File: src/rtl/reset_mode_map.vh
`ifndef RESET_MODE_MAP_VH
`define RESET_MODE_MAP_VH

// Mode-select data line positions
`define MS_BOOT_WIDTH    0
`define MS_ARB_PINS      1
`define MS_FC_PINS       2
`define MS_ADDR_LO       3
`define MS_ADDR_HI       7
`define MS_PORT_E        8
`define MS_PORT_F        9
`define MS_TEST_MODE     11

// First bus cycle delay after reset release, in system clock cycles
`define FIRST_CYCLE_DELAY 4'd10
`define DELAY_W           4

// Reset vector fetch address, supervisor program space
`define RESET_VECTOR_ADDR 24'h000000
`define FC_SUPER_PROGRAM  3'h6

// Reset values of the latched mode word: every line defaults high
`define MODE_WORD_RESET  16'hffff

`endif

File: src/rtl/reset_mode_pin_config.v
`timescale 1ns/100ps
`include "reset_mode_map.vh"

// How it works
// RULE1: Pulled-up lines high select default configuration
// RULE2: First bus cycle ten clocks after release
// RULE3: External mode logic releases bus before then
// RULE4: Boot select high in reset, low after
// RULE5: Vector fetch from address zero, supervisor program
// RULE6: Data line 0 low gives 8-bit boot
// RULE7: Lines 1,2 low reassign chip selects 2:0, 5:3
// RULE8: Lines 7..3 low turn chip selects into address
// RULE9: Data line 8 low gives port E
// RULE10: Data line 9 low gives port F
// RULE11: Data line 11 low enables test mode
// RULE12: Clock select high uses synthesizer, else external
// RULE13: Clock select pin driven actively during reset
// RULE14: Low breakpoint at release sets debug flag
// RULE15: Both high gives breakpoint exception instead
// RULE16: Module pins default to port inputs
// RULE17: Pins inactive in reset; mode selection first
// RULE18: Outputs drive and inputs float after release
// RULE19: General-purpose port pins high impedance after reset
// RULE20: Reset pin synchronised to system clock
// RULE21: Mode values latched at internal reset release
// RULE22: Each pin gets one role via mux
module reset_mode_pin_config
(
  input  wire        ref_clk,
  input  wire        rst,
  input  wire        reset_n,
  input  wire [15:0] data_in,
  output reg  [15:0] data_out,
  output reg  [15:0] data_oe,
  input  wire        clock_source_select,
  input  wire        breakpoint_input_n,
  input  wire        int_breakpoint_n,
  input  wire [10:0] cs_func_n,
  input  wire        boot_cs_func_n,
  input  wire [2:0]  function_code,
  input  wire [23:19] addr_func,
  input  wire        bus_grant_n,
  input  wire        cpu_bus_request,
  input  wire [2:0]  arb_out_n,
  input  wire [7:0]  port_e_dout,
  input  wire [7:0]  port_e_dir,
  input  wire [7:0]  port_f_dout,
  input  wire [7:0]  port_f_dir,
  input  wire [7:0]  bus_ctl_dout,
  input  wire [7:0]  bus_ctl_oe,
  output reg         boot_chip_select_n,
  output reg  [10:0] cs_pin_out,
  output reg  [10:0] cs_pin_oe,
  output reg  [7:0]  port_e_pin_out,
  output reg  [7:0]  port_e_pin_oe,
  output reg  [7:0]  port_f_pin_out,
  output reg  [7:0]  port_f_pin_oe,
  output reg         boot_port_8bit,
  output reg  [2:0]  arb_pins_en,
  output reg  [2:0]  fc_pins_en,
  output reg  [4:0]  addr_pins_en,
  output reg         general_port_e_en,
  output reg         general_port_f_en,
  output reg         test_mode,
  output reg         use_synthesizer,
  output reg         background_debug_flag,
  output reg         enter_debug,
  output reg         breakpoint_exception,
  output reg         internal_reset,
  output reg         mode_select_phase,
  output reg         first_bus_cycle,
  output reg  [23:0] vector_fetch_addr,
  output reg  [2:0]  vector_fetch_fc,
  output reg         vector_fetch_boot
);

  // ****************************************
  // Sequencer states
  // ****************************************
  localparam [3:0] ST_RESET  = 4'b0001;
  localparam [3:0] ST_WAIT   = 4'b0010;
  localparam [3:0] ST_VECTOR = 4'b0100;
  localparam [3:0] ST_RUN    = 4'b1000;

  // ****************************************
  // Input synchronisation
  // ****************************************
  wire reset_pin_sync;

  // Reset only takes effect on a running clock [RULE20]
  reset_sync u_reset_sync
  (
    .ref_clk  (ref_clk),
    .async_in (reset_n),
    .sync_out (reset_pin_sync)
  );

  reg [15:0] data_meta_q;
  reg [15:0] data_sync_q;
  reg [2:0]  misc_meta_q;
  reg [2:0]  misc_sync_q;

  always @(posedge ref_clk)
  begin
    data_meta_q <= data_in;
    data_sync_q <= data_meta_q;
    misc_meta_q <= {clock_source_select, breakpoint_input_n, int_breakpoint_n};
    misc_sync_q <= misc_meta_q;
  end

  // ****************************************
  // Internal reset and mode latch
  // ****************************************
  wire in_reset = rst | ~reset_pin_sync;

  reg [15:0] mode_q;
  reg        clk_sel_q;
  reg        dbg_q;
  reg        in_reset_q;
  reg [3:0]  state_q;
  reg [3:0]  state_d;
  reg [`DELAY_W-1:0] cnt_q;
  reg [2:0]  breakpoint_input_prev_q;

  wire release_edge = in_reset_q & ~in_reset;

  always @(posedge ref_clk)
  begin
    if (rst)
    begin
      in_reset_q <= 1'b1;
      mode_q     <= `MODE_WORD_RESET;
      clk_sel_q  <= 1'b1;
      dbg_q      <= 1'b0;
    end
    else
    begin
      in_reset_q <= in_reset;
      // Back to defaults while reset is held, so each boot starts clean [RULE1]
      if (in_reset)
      begin
        mode_q    <= `MODE_WORD_RESET;
        clk_sel_q <= 1'b1;
        dbg_q     <= 1'b0;
      end
      // Latch once at release, hold until next reset [RULE21] [RULE1]
      else if (release_edge)
      begin
        mode_q    <= data_sync_q;
        clk_sel_q <= misc_sync_q[2];
        dbg_q     <= ~misc_sync_q[1] | ~misc_sync_q[0]; // [RULE14] [RULE15]
      end
    end
  end

  // ****************************************
  // Release sequencer: mode select, then vectors
  // ****************************************
  always @*
  begin
    state_d = state_q;
    case (state_q)
      ST_RESET:  if (release_edge) state_d = ST_WAIT;
      ST_WAIT:   if (cnt_q == `FIRST_CYCLE_DELAY - 4'd1) state_d = ST_VECTOR;
      ST_VECTOR: state_d = ST_RUN;
      ST_RUN:    state_d = ST_RUN;
      default:   state_d = ST_RESET;
    endcase
    if (in_reset)
      state_d = ST_RESET;
  end

  always @(posedge ref_clk)
  begin
    if (rst)
    begin
      state_q     <= ST_RESET;
      cnt_q       <= {`DELAY_W{1'b0}};
      breakpoint_input_prev_q <= 3'b111;
    end
    else
    begin
      state_q     <= state_d;
      breakpoint_input_prev_q <= misc_sync_q;
      // Count ten cycles from release to first bus cycle [RULE2]
      if (state_q == ST_WAIT)
        cnt_q <= cnt_q + 4'd1;
      else
        cnt_q <= {`DELAY_W{1'b0}};
    end
  end

  // ****************************************
  // Pin role decode and drive
  // ****************************************
  wire after_reset = ~in_reset_q;
  wire breakpoint_input_fall   = (breakpoint_input_prev_q[1] & ~misc_sync_q[1]) |
                     (breakpoint_input_prev_q[0] & ~misc_sync_q[0]);

  // Chip select 6+k turns address if any line from 3+k up to 7 is low [RULE8]
  wire [4:0] addr_sel_d;
  genvar     g;

  generate
    for (g = 0; g < 5; g = g + 1)
    begin : g_addr_sel
      assign addr_sel_d[g] = ~(&mode_q[`MS_ADDR_HI:`MS_ADDR_LO + g]);
    end
  endgenerate

  integer i;

  always @(posedge ref_clk)
  begin
    if (rst)
    begin
      boot_chip_select_n <= 1'b1;
      port_e_pin_out     <= 8'h00;
      port_e_pin_oe      <= 8'h00;
      port_f_pin_out     <= 8'h00;
      port_f_pin_oe      <= 8'h00;
      data_out           <= 16'h0000;
      data_oe            <= 16'h0000;
      boot_port_8bit     <= 1'b0;
      arb_pins_en        <= 3'h0;
      fc_pins_en         <= 3'h0;
      addr_pins_en       <= 5'h00;
      general_port_e_en  <= 1'b0;
      general_port_f_en  <= 1'b0;
      test_mode          <= 1'b0;
      use_synthesizer    <= 1'b1;
      background_debug_flag <= 1'b0;
      enter_debug        <= 1'b0;
      breakpoint_exception <= 1'b0;
      internal_reset     <= 1'b1;
      mode_select_phase  <= 1'b0;
      first_bus_cycle    <= 1'b0;
      vector_fetch_addr  <= 24'h000000;
      vector_fetch_fc    <= 3'h0;
      vector_fetch_boot  <= 1'b0;
    end
    else
    begin
      internal_reset    <= in_reset_q;
      mode_select_phase <= release_edge; // [RULE17]
      first_bus_cycle   <= (state_q == ST_VECTOR); // [RULE2]
      // Boot select high in reset, active at release [RULE4]
      boot_chip_select_n <= in_reset_q ? 1'b1 : boot_cs_func_n & ~after_reset;
      boot_port_8bit    <= ~mode_q[`MS_BOOT_WIDTH]; // [RULE6]
      arb_pins_en       <= {3{~mode_q[`MS_ARB_PINS]}}; // [RULE7]
      fc_pins_en        <= {3{~mode_q[`MS_FC_PINS]}}; // [RULE7]
      general_port_e_en <= ~mode_q[`MS_PORT_E]; // [RULE9]
      general_port_f_en <= ~mode_q[`MS_PORT_F]; // [RULE10]
      test_mode         <= ~mode_q[`MS_TEST_MODE]; // [RULE11]
      use_synthesizer   <= clk_sel_q; // [RULE12]
      background_debug_flag <= dbg_q;
      enter_debug          <= after_reset & dbg_q & breakpoint_input_fall; // [RULE14]
      breakpoint_exception <= after_reset & ~dbg_q & breakpoint_input_fall; // [RULE15]
      // Vector fetch at zero, supervisor program, via boot select [RULE5]
      if (state_q == ST_VECTOR)
      begin
        vector_fetch_addr <= `RESET_VECTOR_ADDR;
        vector_fetch_fc   <= `FC_SUPER_PROGRAM;
        vector_fetch_boot <= 1'b1;
      end
      else
        vector_fetch_boot <= 1'b0;
      // Data bus is input only here; mode lines are never driven back
      data_out <= 16'h0000;
      data_oe  <= 16'h0000;

      // Each line 7..3 also claims all lower chip selects down to 6 [RULE8]
      addr_pins_en <= addr_sel_d;

      // Port pins: inputs (high impedance) until software sets direction
      // [RULE16] [RULE19] [RULE22]
      for (i = 0; i < 8; i = i + 1)
      begin
        port_e_pin_out[i] <= general_port_e_en ? port_e_dout[i] : bus_ctl_dout[i];
        port_e_pin_oe[i]  <= in_reset_q ? 1'b0 :
                             general_port_e_en ? port_e_dir[i] : bus_ctl_oe[i];
        port_f_pin_out[i] <= port_f_dout[i];
        port_f_pin_oe[i]  <= (in_reset_q | ~general_port_f_en) ? 1'b0 : port_f_dir[i];
      end
    end
  end

  // ****************************************
  // Chip select pin roles, one mux per pin
  // ****************************************
  generate
    for (g = 0; g < 11; g = g + 1)
    begin : g_cs_pin
      wire alt_sel;
      wire alt_out;
      wire alt_oe;

      if (g < 3)
      begin : g_arb
        assign alt_sel = arb_pins_en[g];
        assign alt_out = arb_out_n[g];
        // Only the grant line drives; request and acknowledge are inputs
        assign alt_oe  = (g == 1) ? 1'b1 : 1'b0;
      end
      else if (g < 6)
      begin : g_fc
        assign alt_sel = fc_pins_en[g-3];
        assign alt_out = function_code[g-3];
        assign alt_oe  = 1'b1;
      end
      else
      begin : g_addr
        assign alt_sel = addr_pins_en[g-6];
        assign alt_out = addr_func[g+13];
        assign alt_oe  = 1'b1;
      end

      // Chip select pins: one role each via mux [RULE22] [RULE17] [RULE18]
      always @(posedge ref_clk)
      begin
        if (rst | in_reset_q)
        begin
          cs_pin_out[g] <= 1'b1;
          cs_pin_oe[g]  <= 1'b1;
        end
        else if (alt_sel)
        begin
          cs_pin_out[g] <= alt_out;
          cs_pin_oe[g]  <= alt_oe;
        end
        else
        begin
          cs_pin_out[g] <= cs_func_n[g];
          cs_pin_oe[g]  <= 1'b1;
        end
      end
    end
  endgenerate

endmodule // reset_mode_pin_config

File: src/rtl/reset_sync.v
`timescale 1ns/100ps

// ****************************************
// Two-stage synchroniser for the reset pin
// ****************************************
module reset_sync
(
  input  wire ref_clk,
  input  wire async_in,
  output wire sync_out
);

  reg meta_q;
  reg sync_q;

  // No reset: the pin itself is what we are synchronising
  always @(posedge ref_clk)
  begin
    meta_q <= async_in;
    sync_q <= meta_q;
  end

  assign sync_out = sync_q;

endmodule // reset_sync
File: config.mk
export PLATFORM = sky130hd
export DESIGN_NAME = reset_mode_pin_config
export DESIGN_NICKNAME = d
export VERILOG_FILES = /design/src/rtl/reset_mode_pin_config.v /design/src/rtl/reset_sync.v
export VERILOG_INCLUDE_DIRS = /design/src /design/src/rtl
export SDC_FILE = /design/constraint.sdc
export NUM_CORES = 1
export LEC_CHECK = 0
export BUFFER_PORTS_ARGS = -buffer_cell sky130_fd_sc_hd__buf_4
export CORE_ASPECT_RATIO = 1.25
export CORE_MARGIN = 4
export CORE_UTILIZATION = 44
export DETAILED_ROUTE_END_ITERATION = 10
export HOLD_SLACK_MARGIN = 0.12
export PLACE_DENSITY_LB_ADDON = 0.15
export SLEW_MARGIN = 30
export SYNTH_ARGS = -nofsm -noshare
export SYNTH_HDL_FRONTEND = slang
export SYNTH_HIERARCHICAL = 1
export SYNTH_SLANG_ARGS = --single-unit
File: constraint.sdc
create_clock -name ref_clk -period 1.6 [get_ports ref_clk]
set_input_delay 0.08 -clock ref_clk [delete_from_list [all_inputs] [get_ports ref_clk]]
set_output_delay 0.08 -clock ref_clk [all_outputs]
set_load 0.02 [all_outputs]
* Yosys cells after proc, flatten, opt, wreduce, memory -nomap -nowiden
Index checks and enable logic that the tools add are counted.
Storage, ports and cells: input bits 95, bits in registers 123, output and inout bits 137, word-level logic and storage cells 130
Operators by class: bitwise gates (word level) 32, add/sub/neg operators 1, eq/ne operators 7, reduce and logical (&&, ||, !) cells 10, mux-type cells 33
Operators with widths (number):
- $mux W1 | 30
- $not A1 Y1 | 19
- $pmux W4 S3 | 1
- $reduce_or A2 Y1 | 5
- $and A1 B1 Y1 | 8
- $eq A4 B4 Y1 const B | 2
- $mux W4 | 2
- $or A1 B1 Y1 | 5
- $reduce_and A5 Y1 | 1
- $add A4 B1 Y4 const B | 1
- $eq A4 B1 Y1 const B | 1
- $eq A4 B2 Y1 const B | 1
- $eq A4 B3 Y1 const B | 1
- $ne A2 B2 Y1 const B | 2
- $reduce_and A2 Y1 | 2
- $reduce_and A4 Y1 | 1
- $reduce_and A3 Y1 | 1

* Longest topological paths before layout
Gate-level depths: netlist of run 1.
word-level depth 6, gate-level depth with buffers 5, gate-level depth less buffers 5

* Modules after synthesis
The synthesis of run 1 kept the hierarchy.
Modules (own cells, without submodules):
- reset_mode_pin_config | sequential area each 2322.2 um^2, area an instance 4073.9 um^2, cells each 363, instances 1
- reset_sync | sequential area each 40.0 um^2, area an instance 40.0 um^2, cells each 2, instances 1

* Worst setup path before layout of run 1
Ideal clock, no wire load.
path type register to register, from register general_port_e_en, to register port_e_pin_out[4], cell stages (with the launch flop) 5, data required time 1.483 ns, arrival time 1.010 ns, path slack 0.473 ns, setup time 0.117 ns, path buffers 2, period minus slack after synthesis 1.127 ns, path through dfxtp_1 buf_4 buf_6 mux2i_1 nor2_1
On the way: longest elaborated chain between the ends 1
Ends and longest elaborated chain:
- start: declaration | RTL line reset_mode_pin_config.v:62 | output reg general_port_e_en,
- start signal: assignment | RTL line reset_mode_pin_config.v:252 | general_port_e_en <= ~mode_q[`MS_PORT_E];
- $mux W1 | RTL line reset_mode_pin_config.v:279 | port_e_pin_out[i] <= general_port_e_en ? port_e_dout[i] : bus_ctl_dout[i];
- end signal: indexed assignment | RTL line reset_mode_pin_config.v:279
- end: declaration | RTL line reset_mode_pin_config.v:54 | output reg [7:0] port_e_pin_out,
No other way between the ends. A chain may end at the register's enable or synchronous reset.

* Worst setup path after layout of run 1
from register general_port_e_en, to register port_e_pin_out[7]
Same word-level chain as after synthesis.

==> results of run 1 <==
-- routing by layer --
layer / up-vias / wire (um) / global-route usage (%)
li1: 1522 / - / -
met1: 1413 / 3470 / 17.6
met3: 22 / 1030 / 6.51
met2: 166 / 5090 / 32.4
met5: - / 0 / 0
met4: 0 / 280 / 9.82
-- final cells by class --
type	instances	area [um2]	share of cell area, %
repair buffers	249	2090	32.2
multi-input cells	216	1290	19.9
flip-flops and latches	118	2360	36.4
clock inverters	9	103	1.58
well taps	123	154	2.37
clock buffers	22	464	7.15
diodes	1	2.50	0.0385
inverters	6	22.5	0.347
-- worst max-delay path, cell delays in order, from the launching register on --
cell and delay, ns:
dfxtp_1 0.33, buf_8 0.20, mux2i_2 0.26, dlygate4sd3_1 0.59, nor2_1 0.04
-- power groups by stage --
stage / Combinational, uW / Sequential [uW] / Clock, uW
after global placement: 634 / 3180 / 0
after floorplan: 440 / 3230 / 0
after detailed placement: 641 / 3180 / 0
final: 837 / 3120 / 3550
after global routing: 894 / 3130 / 3800
after CTS: 824 / 3120 / 3630
-- cells in the mapped netlist (all sizes together) --
master / n / share of area, %
nand3: 2 / 0.24
nor4: 1 / 0.52
xnor2: 3 / 0.64
buf: 89 / 17
xor2: 1 / 0.21
and2: 1 / 0.15
inv: 6 / 0.55
conb: 2 / 0.18
mux2i: 39 / 9.5
and3: 9 / 1.4
nand2: 25 / 2.3
o21ai: 1 / 0.12
a2111oi: 1 / 0.67
nor4b: 2 / 0.43
a21oi: 1 / 0.12
nor3: 2 / 0.24
ha: 2 / 0.61
nor3b: 1 / 0.18
o31ai: 1 / 0.18
and3b: 1 / 0.21
nand4bb: 1 / 0.27
or2: 4 / 0.61
nor2b: 11 / 1.9
nand3b: 3 / 0.85
a41oi: 1 / 0.21
a31oi: 3 / 0.46
dfxtp: 118 / 57
nor2: 33 / 3.2
o22ai: 1 / 0.15
-- repair_timing --
action / CTS / global route
setup buffers: 0 / 0
hold endpoints to repair: 75 / 0
hold buffers: 86 / 0
endpoints found under the setup margin: 0 / 13
resized for setup: 0 / 4
-- worst max-delay path by stage --
stage	start	slack, ns	to	cells past startpoint
finish	general_port_e_en	0.05	port_e_pin_out[7]	4
global route	general_port_e_en	0.004	port_e_pin_out[7]	4
CTS	general_port_e_en	0.05	port_e_pin_out[2]	4
detailed placement	cnt_q[1]	0.38	state_q[1]	5
global placement	in_reset_q	0.42	state_q[1]	3
floorplan	general_port_e_en	0.47	port_e_pin_out[4]	4
-- sequential cells by signal, summed over array words and instances, names as in the netlist, 2 cells and up --
register and count:
cs_pin_out 11, data_meta_q 11, data_sync_q 11, mode_q 11, port_e_pin_oe 8, port_e_pin_out 8
port_f_pin_oe 8, port_f_pin_out 8, addr_pins_en 5, cnt_q 4, state_q 4, misc_meta_q 3
misc_sync_q 3, breakpoint_input_prev_q 2
-- stage by stage --
stage                     hold slack (ns)  instance area, um2  util [%]
after floorplan                     0.108                4350         -
after global placement              0.185                5050      55.3
after detailed placement            0.186                5050      55.3
after CTS                           0.295                6480      71.0
after global routing                0.301                6490      71.1
final                               0.318                6490      71.2
-- cells by family (layout without fill, tap and decap cells) --
kind of cell / Yosys count / in the layout
flip-flops: 118 / 118
other: 2 / 67
XOR/XNOR: 4 / 4
multiplexers: 39 / 39
adder cells (fa/ha/maj): 2 / 2
AND/OR/NAND/NOR: 96 / 96
AO/OA/AOI/OAI: 9 / 9
buffers and inverters: 95 / 286
==> metrics.txt, run 1 <==
status finished clean; Yosys cell types 35; CTS tree yes; initial antenna violation count 0; MaxCap Viol Count 0; Die Ht 116 um; final setup TNS 0 ns; detailed-route wire length around 10 mm; Final Max Tran Viols 0; largest net degree at the start of global routing 20; Worst-path clk slew ~0.050 ns; H-Tree Depth 4; fin crit period approximately 1.6 ns; gr usage total about 18%; CTS Buf Count 17; Comb power frac between 10% and 20%; Post-DRT Antenna Nets 0; Setup-failing EPs final 0; cell count of the worst hold path 2; commonest non-fill, non-tap cell in the layout buf_4; Synth Area in XOR/XNOR 0.852%; total die area approximately 11000 um2; post-synthesis compound-gate area fraction roughly 1.9%; vias in the first global route 3035; Final Hold Viols 0; CORE AREA ~9000 um2; switching pwr 1670 uW; period utilisation layout ~97%; layout cells sized above 1 between 30% and 40%; fillers around 640; most frequent cells in the layout buf_4 (162), dfxtp_1 (117), dlygate4sd3_1 (86), conb_1 (66), mux2i_1 (38); Synth Area in Simple Gates around 12%; placer congestion estimate 0.696; HP Class input pin to register; port buffer count between 150 and 200; total chip power around 7500 uW; drt wl/cell approximately 13 um; CP Max Fanout 17; Cells after Synth between 300 and 400; Final WS setup just under 0.05 ns; initial drt markers a little under 70; Max Root-Sink Buffers 2; Data arrival, critical path around 1.8 ns; Rows 39; via count ~3100; post-synthesis mux area share under 10%; CTS root buf clkbuf_16; Leak 0.00305 uW; dpl cells roughly 630; hpwl dp ~6.5 mm; cells on worst reg2reg path 4; combinational family with the most area after synthesis buffers and inverters; Worst R2R Setup Slack slightly below 0.05 ns; FF-to-FF Start general_port_e_en; flip-flop and latch count after synthesis around 120; global-route wire length before repair ~15 mm; crit path kind register to register; worst r2r dst port_e_pin_out[7]; synthesis warning total 6; clk_skew around 0.0082 ns; unrepaired setup endpoints after global routing false; HP Start data_in[7]; CP Launch Type register; Syn Area/Cell between 10 and 15 um2; Die Wd around 94 um; Worst VDD drop between 0.8 and 0.9 mV; Hold EP data_meta_q[7]; Seq pwr share between 40% and 50%; clk sink count about 120; CP required between 1.5 and 2 ns; global route overflow 0; First-pass DRT Iterations 4; Initial Utilization a little under half; final net count between 700 and 800; DRC Markers 0; io pins 232; Post-Place Worst Slack roughly 0.38 ns; power per cell area ~1200 nW/um2; switching share of power between 20 and 25%; sequential element share of the synthesized area a little under three fifths; post-synthesis adder-cell area fraction less than 1%; Non-Filler Instances ~740; Clk pwr share a little under half; clk_lat worst skew about 0.4 ns; Pint slightly below 6000 uW; Critical Path Sink Type register; DR vias/cell roughly 4.2; f_max 645 MHz; Mapped Area approximately 4100 um2; Syn-to-layout area delta 57.8%
No activity file was read; power rests on OpenSTA's default activity.
==> run 2, diff against run 1 <==
--- a/config.mk
+++ b/config.mk
@@ -6,13 +6,14 @@
 export SDC_FILE = /design/constraint.sdc
 export NUM_CORES = 1
 export LEC_CHECK = 0
-export BUFFER_PORTS_ARGS = -buffer_cell sky130_fd_sc_hd__buf_4
 export CORE_ASPECT_RATIO = 1.25
 export CORE_MARGIN = 4
-export CORE_UTILIZATION = 44
+export CORE_UTILIZATION = 60
 export DETAILED_ROUTE_END_ITERATION = 10
+export DONT_BUFFER_PORTS = 1
 export HOLD_SLACK_MARGIN = 0.12
 export PLACE_DENSITY_LB_ADDON = 0.15
+export RECOVER_POWER = 50
 export SLEW_MARGIN = 30
 export SYNTH_ARGS = -nofsm -noshare
 export SYNTH_HDL_FRONTEND = slang
==> run 2 against run 1 <==
Against the previous run: synthesized cell count is the same; the run now fails in clock tree synthesis (4_1_cts); synthesized area unchanged.
==> metrics.txt, run 2 <==
failing step clock tree synthesis (4_1_cts); total setup buffers inserted after CTS 0 (unchanged); Rows 33 (-15%); Initial Utilization 62.3% (+17 points); port buffer count 0 (-100%); io pins 232 (unchanged); flip-flop and latch count after synthesis 118 (unchanged); Synth async-reset ratio 0% (unchanged); Top FF cell, synth dfxtp_1; H-Tree Depth 4 (unchanged); sequential element share of the synthesized area 57.4% (unchanged); placer congestion estimate 0.679 (-2.4%); leading cell types by count after synthesis dfxtp_1 (118), buf_4 (77), mux2i_1 (39); hpwl dp 5.15 mm (-21%); clk sink count 118 (unchanged); Resize count post-CTS 0 (unchanged); most frequent cell after synthesis dfxtp_1; synthesis warning total 6 (unchanged); Mapped Area 4110 um2 (unchanged); Die Wd 82.1 um (-13%); Yosys cell types 35 (unchanged); area leader, netlist dfxtp_1; hold_buf cts 101 (+17%); Post-DP Area 3830 um2 (-24%); Max Root-Sink Buffers 2 (unchanged); top-area cell type share of the netlist area 57.4% (unchanged); CTS root buf clkbuf_8; CTS Buf Count 17 (unchanged); status aborted with a tool error; Syn Area/Cell 11.3 um2 (unchanged); Cells after Synth 365 (unchanged); Post-synth EDFFs 0 (unchanged); Die Ht 101 um (-13%); top cells by area, synth dfxtp_1 (57%), buf_4 (14%), mux2i_1 (9.5%), nor2_1 (2.9%), nand2_1 (2.3%); Err [ERROR RSZ-0060] Max buffer count reached.
## run 2: cell counts after synthesis
Identical to the previous run, type by type.
## run 2: kinds of logic after synthesis
family | count (synthesis) | share of synthesized area [%]
buf+inv | 95 | 17.1
compound gates | 9 | 1.92
flops | 118 | 57.4
xor+xnor | 4 | 0.852
mux | 39 | 9.49
fa+ha+maj | 2 | 0.608
other cells | 2 | 0.183
simple gates | 96 | 12.4
## run 2: through the flow
step | hold slack [ns] | worst slack [ns] | util, % | cells
detailed placement | 0.108 | 0.358 | 57.9 | 433
global placement | 0.108 | 0.399 | 57.9 | 433
floorplan | 0.108 | 0.473 | - | 429
==> run 3, diff against run 2 <==
--- a/config.mk
+++ b/config.mk
@@ -6,12 +6,10 @@
 export SDC_FILE = /design/constraint.sdc
 export NUM_CORES = 1
 export LEC_CHECK = 0
-export CORE_ASPECT_RATIO = 1.25
 export CORE_MARGIN = 4
-export CORE_UTILIZATION = 60
+export CORE_UTILIZATION = 40
 export DETAILED_ROUTE_END_ITERATION = 10
 export DONT_BUFFER_PORTS = 1
-export HOLD_SLACK_MARGIN = 0.12
 export PLACE_DENSITY_LB_ADDON = 0.15
 export RECOVER_POWER = 50
 export SLEW_MARGIN = 30
==> run 3 against run 2 <==
Against the previous run: the flow now finishes without violations.
==> metrics.txt, run 3 (synthesis gave the netlist of run 1 again) <==
fin crit period between 1.5 and 2 ns; Worst-path clk slew approximately 0.06 ns; CORE AREA ~9900 um2; Die Wd 109 um (+33%); Max Root-Sink Buffers 2 (unchanged); Rows 36 (+9.1%); Worst VDD drop 0.601 mV; Leak between 0.002 and 0.0025 uW; power per cell area approximately 1400 nW/um2; hpwl dp 5.28 mm (+2.4%); clk sink count 118 (unchanged); DRC Markers 0; global route overflow 0; Post-DRT Antenna Nets 0; max incr delay on CP 0.59 ns; gr usage total about 14%; Final Hold Viols 0; total chip power about 7400 uW; crit path kind register to register; Critical Path Sink Type register; commonest non-fill, non-tap cell in the layout dfxtp_1; HP Class input pin to register; total die area between 10000 and 15000 um2; crit path cell chain buf_8 -> mux2i_1 -> dlygate4sd3_1 -> nor2_1; DR vias/cell 4.17; vias in the first global route between 2000 and 2500; CP Max Fanout 17; detailed-route wire length between 8 and 9 mm; period utilisation layout between 90 and 100%; status finished clean; initial drt markers 166; placer congestion estimate 0.684 (+0.77%); f_max ~650 MHz; CTS root buf clkbuf_8; Data arrival, critical path ~1.9 ns; port buffer count 0 (unchanged); Initial Utilization 41.5% (-21 points); Syn-to-layout area delta 30.1%; CTS Buf Count 17 (unchanged); drt wl/cell roughly 14 um; final setup TNS 0 ns; initial antenna violation count 0; CP Launch Type register; CTS tree yes; unrepaired setup endpoints after global routing false; clk_lat worst skew a little over 0.5 ns; fillers approximately 870; CP required a little under 2 ns; Final Max Tran Viols 0; most frequent cells in the layout dfxtp_1 (118), dlygate4sd3_1 (86), conb_1 (66), mux2i_1 (39), nor2_1 (32); Worst Tran Pin Value about 0.66 ns; Die Ht 109 um (+8.8%); H-Tree Depth 4 (unchanged); n_diodes 0; clk_skew 0.00748 ns; Setup-failing EPs final 0; largest net degree at the start of global routing 36; layout cells sized above 1 10.1%; CP delay by family, top buffers and inverters; CP max stage cell dlygate4sd3_1; MaxCap Viol Count 0; via count around 2500; io pins 232 (unchanged); WP buf/inv 2; global-route wire length before repair between 10 and 15 mm; final net count 550; relative slew slack a little under three fifths; First-pass DRT Iterations 4
run 3: where the power goes:
| group | total, uW | internal [uW] | switching (uW) |
|---|---|---|---|
| Sequential | 3190 | 3060 | 130 |
| Combinational | 513 | 241 | 272 |
| Clock | 3680 | 2460 | 1220 |
run 3: final cells by class:
type	instances	area [um2]	share of cell area [%]
Multi-Input combinational cell	216	1280	23.9
Clock inverter	9	126	2.36
Clock buffer	21	459	8.58
Sequential cell	118	2360	44.1
Inverter	6	22.5	0.421
Tap cell	133	166	3.11
Timing Repair Buffer	94	936	17.5
run 3: final timing paths:
check,from,slack [ns],cells after the start,end
worst max-delay path,general_port_e_en,0.07,4,port_e_pin_oe[4]
worst min-delay path,clock_source_select,0.12,1,misc_meta_q[2]
worst max register to register,general_port_e_en,0.07,4,port_e_pin_oe[4]
worst min register to register,data_meta_q[0],0.32,0,data_sync_q[0]
run 3: what timing repair did:
action | 4_1_cts | 5_1_grt
buffers inserted | 0 | 0
resized for setup | 0 | 2
endpoints found under the setup margin | 0 | 16
hold buffers | 87 | 0
hold endpoints to repair | 103 | 0
run 3: through the flow:
| stage | setup slack [ns] | area, um2 | std cells | utilization [%] | hold WS (ns) |
|---|---|---|---|---|---|
| 5_1_grt | 0.0186 | 5350 | 597 | 54.0 | 0.0858 |
| 3_3_place_gp | 0.433 | 3900 | 480 | 39.4 | 0.108 |
| 2_1_floorplan | 0.473 | 4350 | 429 | - | 0.108 |
| 3_5_place_dp | 0.398 | 3900 | 480 | 39.4 | 0.108 |
| 6_report | 0.0710 | 5350 | 597 | 54.0 | 0.116 |
| 4_1_cts | 0.0449 | 5370 | 597 | 54.2 | 0.0848 |
run 3: metal layers:
metal / global-route usage (%) / up-vias / routed length [um]
met5: 0 / - / 0
met4: 7.93 / 0 / 195
met3: 5.81 / 13 / 903
li1: - / 1213 / -
met1: 14.4 / 1119 / 3170
met2: 23.1 / 145 / 4120
==> run 4, diff against run 3 <==
--- a/config.mk
+++ b/config.mk
@@ -6,8 +6,10 @@
 export SDC_FILE = /design/constraint.sdc
 export NUM_CORES = 1
 export LEC_CHECK = 0
+export CELL_PAD_IN_SITES_DETAIL_PLACEMENT = 1
+export CELL_PAD_IN_SITES_GLOBAL_PLACEMENT = 2
 export CORE_MARGIN = 4
-export CORE_UTILIZATION = 40
+export CORE_UTILIZATION = 35
 export DETAILED_ROUTE_END_ITERATION = 10
 export DONT_BUFFER_PORTS = 1
 export PLACE_DENSITY_LB_ADDON = 0.15
==> run 4 against run 3 <==
Against the previous run: fmax decreased by 0.15%; cell area increased by 1.8%; critical endpoint is now port_e_pin_oe[5]; first-iteration DRC count decreased by 33%; count of clock-buffer cells in the layout increased by 3; highest routed layer unchanged; routed wire length increased by 11%; register-to-register slack about the same; die area increased by 13%; largest power group unchanged; clock skew decreased by 0.0023 ns; largest cell class unchanged; sequential power about the same; clock power increased by 4%.
==> metrics.txt, run 4 (synthesis gave the netlist of run 1 again) <==
drt wl/cell 15.1 um (+7.7%); power per cell area 1390 nW/um2 (+0.64%); status finished clean; most frequent cells in the layout dfxtp_1 (118), dlygate4sd3_1 (90), conb_1 (66), mux2i_1 (39), nor2_1 (32); Final Max Tran Viols 0 (unchanged); Worst VDD drop 0.958 mV (+59%); H-Tree Depth 4 (unchanged); cells on worst reg2reg path 4 (unchanged); initial antenna violation count 0 (unchanged); layout cells sized above 1 10.2% (+0.083 points); DR vias/cell 4.14 (-0.69%); worst r2r dst port_e_pin_oe[5]; Core Util, Final 47.5% (-6.5 points); clk_lat worst skew 0.40 ns (-0.11 ns); Critical Path Sink Type register; Max Root-Sink Buffers 2 (unchanged); port buffer count 0 (unchanged); switching share of power 21.8% (-0.12 points); CTS tree yes; hpwl dp 5.53 mm (+4.7%); switching pwr 1650 uW (+1.9%); fin crit period 1.53 ns (+0.00230 ns); Clk pwr share 50.8% (+0.9 points); gr usage total 13.3% (-0.48 points); HP Class input pin to register; io pins 232 (unchanged); Comb power frac 7.0% (about the same); global route overflow 0 (unchanged); Worst-path clk slew 0.05 ns (about the same); CTS Buf Count 17 (unchanged); n_diodes 0 (unchanged); Setup-failing EPs final 0 (unchanged); cell count of the worst hold path 1 (unchanged); crit path kind register to register; Data arrival, critical path 1.81 ns (-0.11 ns); via count 2539 (+2.0%); period utilisation layout 95.7% (+0.14 points); CP Launch Type register; FF-to-FF Start general_port_e_en; commonest non-fill, non-tap cell in the layout dfxtp_1; clk sink count 118 (unchanged); largest net degree at the start of global routing 36 (unchanged); final net count 554 (+0.73%); Post-DRT Antenna Nets 0 (unchanged); detailed-route wire length 9.28 mm (+11%); Syn-to-layout area delta 32.5%; vias in the first global route 2726 (+9.4%); total die area 13600 um2 (+13%); initial drt markers 111 (-33%); Initial Utilization 35.9% (-5.6 points); Die Ht 116 um (+6.4%); Final Hold Viols 0 (unchanged); DRC Markers 0 (unchanged); Seq pwr share 42.2% (-1.0 points); CP Max Fanout 17 (unchanged); placer congestion estimate 0.642 (-6.1%); final setup TNS 0 ns (unchanged); f_max 653 MHz (-0.15%); clk_skew 0.00521 ns (-0.00227 ns); Worst R2R Setup Slack 0.07 ns (about the same); MaxCap Viol Count 0 (unchanged); worst setup path start general_port_e_en; total setup buffers inserted after CTS 0 (unchanged); CP required 1.88 ns (-0.11 ns); First-pass DRT Iterations 4 (unchanged); Worst Setup EP port_e_pin_oe[5]; Rows 39 (+8.3%); Pint 5920 uW (+2.6%); Leak 0.00234 uW (+1.6%); global-route wire length before repair 13.5 mm (+9.9%); CTS root buf clkbuf_16; unrepaired setup endpoints after global routing false; Die Wd 116 um (+6.4%); CORE AREA 11500 um2 (+16%)
[run 4: routing by layer]
| layer | global-route usage [%] | vias to the layer above | wire length [um] |
|---|---|---|---|
| met5 | 0 | - | 0 |
| met4 | 7.81 | 0 | 157 |
| met3 | 4.46 | 12 | 929 |
| met2 | 23.7 | 142 | 4860 |
| met1 | 13.4 | 1162 | 3340 |
| li1 | - | 1223 | - |
[run 4: worst min-delay path by stage]
| stage | start | to | slack, ns |
|---|---|---|---|
| 2_1_floorplan | data_in[0] | data_meta_q[0] | 0.11 |
| 3_3_place_gp | breakpoint_input_n | misc_meta_q[1] | 0.11 |
| 3_5_place_dp | breakpoint_input_n | misc_meta_q[1] | 0.11 |
| 4_1_cts | data_in[3] | data_meta_q[3] | 0.20 |
| 5_1_grt | data_in[3] | data_meta_q[3] | 0.20 |
| 6_report | data_in[11] | data_meta_q[11] | 0.22 |
[run 4: cell type report]
| cell class | instances | area, um2 |
|---|---|---|
| Tap cell | 143 | 179 |
| Sequential cell | 118 | 2360 |
| Timing Repair Buffer | 98 | 986 |
| Fill cell | 1218 | 6020 |
| Clock inverter | 8 | 120 |
| Clock buffer | 24 | 492 |
| Multi-Input combinational cell | 216 | 1290 |
| Inverter | 6 | 22.5 |
[run 4: power groups by stage]
stage	logic (uW)	clock network [uW]	registers, uW
after global routing	574	4070	3210
after global placement	302	0	3260
after CTS	514	3950	3200
after floorplan	440	0	3230
after detailed placement	306	0	3260
final	528	3840	3200
[run 4: per-stage QoR]
stage	hold WS (ns)	instance area, um2	total power (uW)	setup WS, ns	std cells
final	0.225	5450	7570	0.0687	613
after global routing	0.204	5450	7850	0.00790	613
after CTS	0.200	5440	7660	0.0172	613
after detailed placement	0.108	3900	3570	0.332	490
after global placement	0.108	3900	3560	0.347	490
after floorplan	0.108	4350	3670	0.473	429
[run 4: critical path: stages, from the launching register on]
cell and delay [ns]:
dfxtp_1 0.35, buf_12 0.19, mux2i_1 0.21, dlygate4sd3_1 0.58
nor2_1 0.07
[run 4: timing repair]
item / CTS / global route
hold buffers: 91 / 0
endpoints found under the setup margin: 0 / 15
resized for setup: 0 / 3
endpoints found under the hold margin: 101 / 0
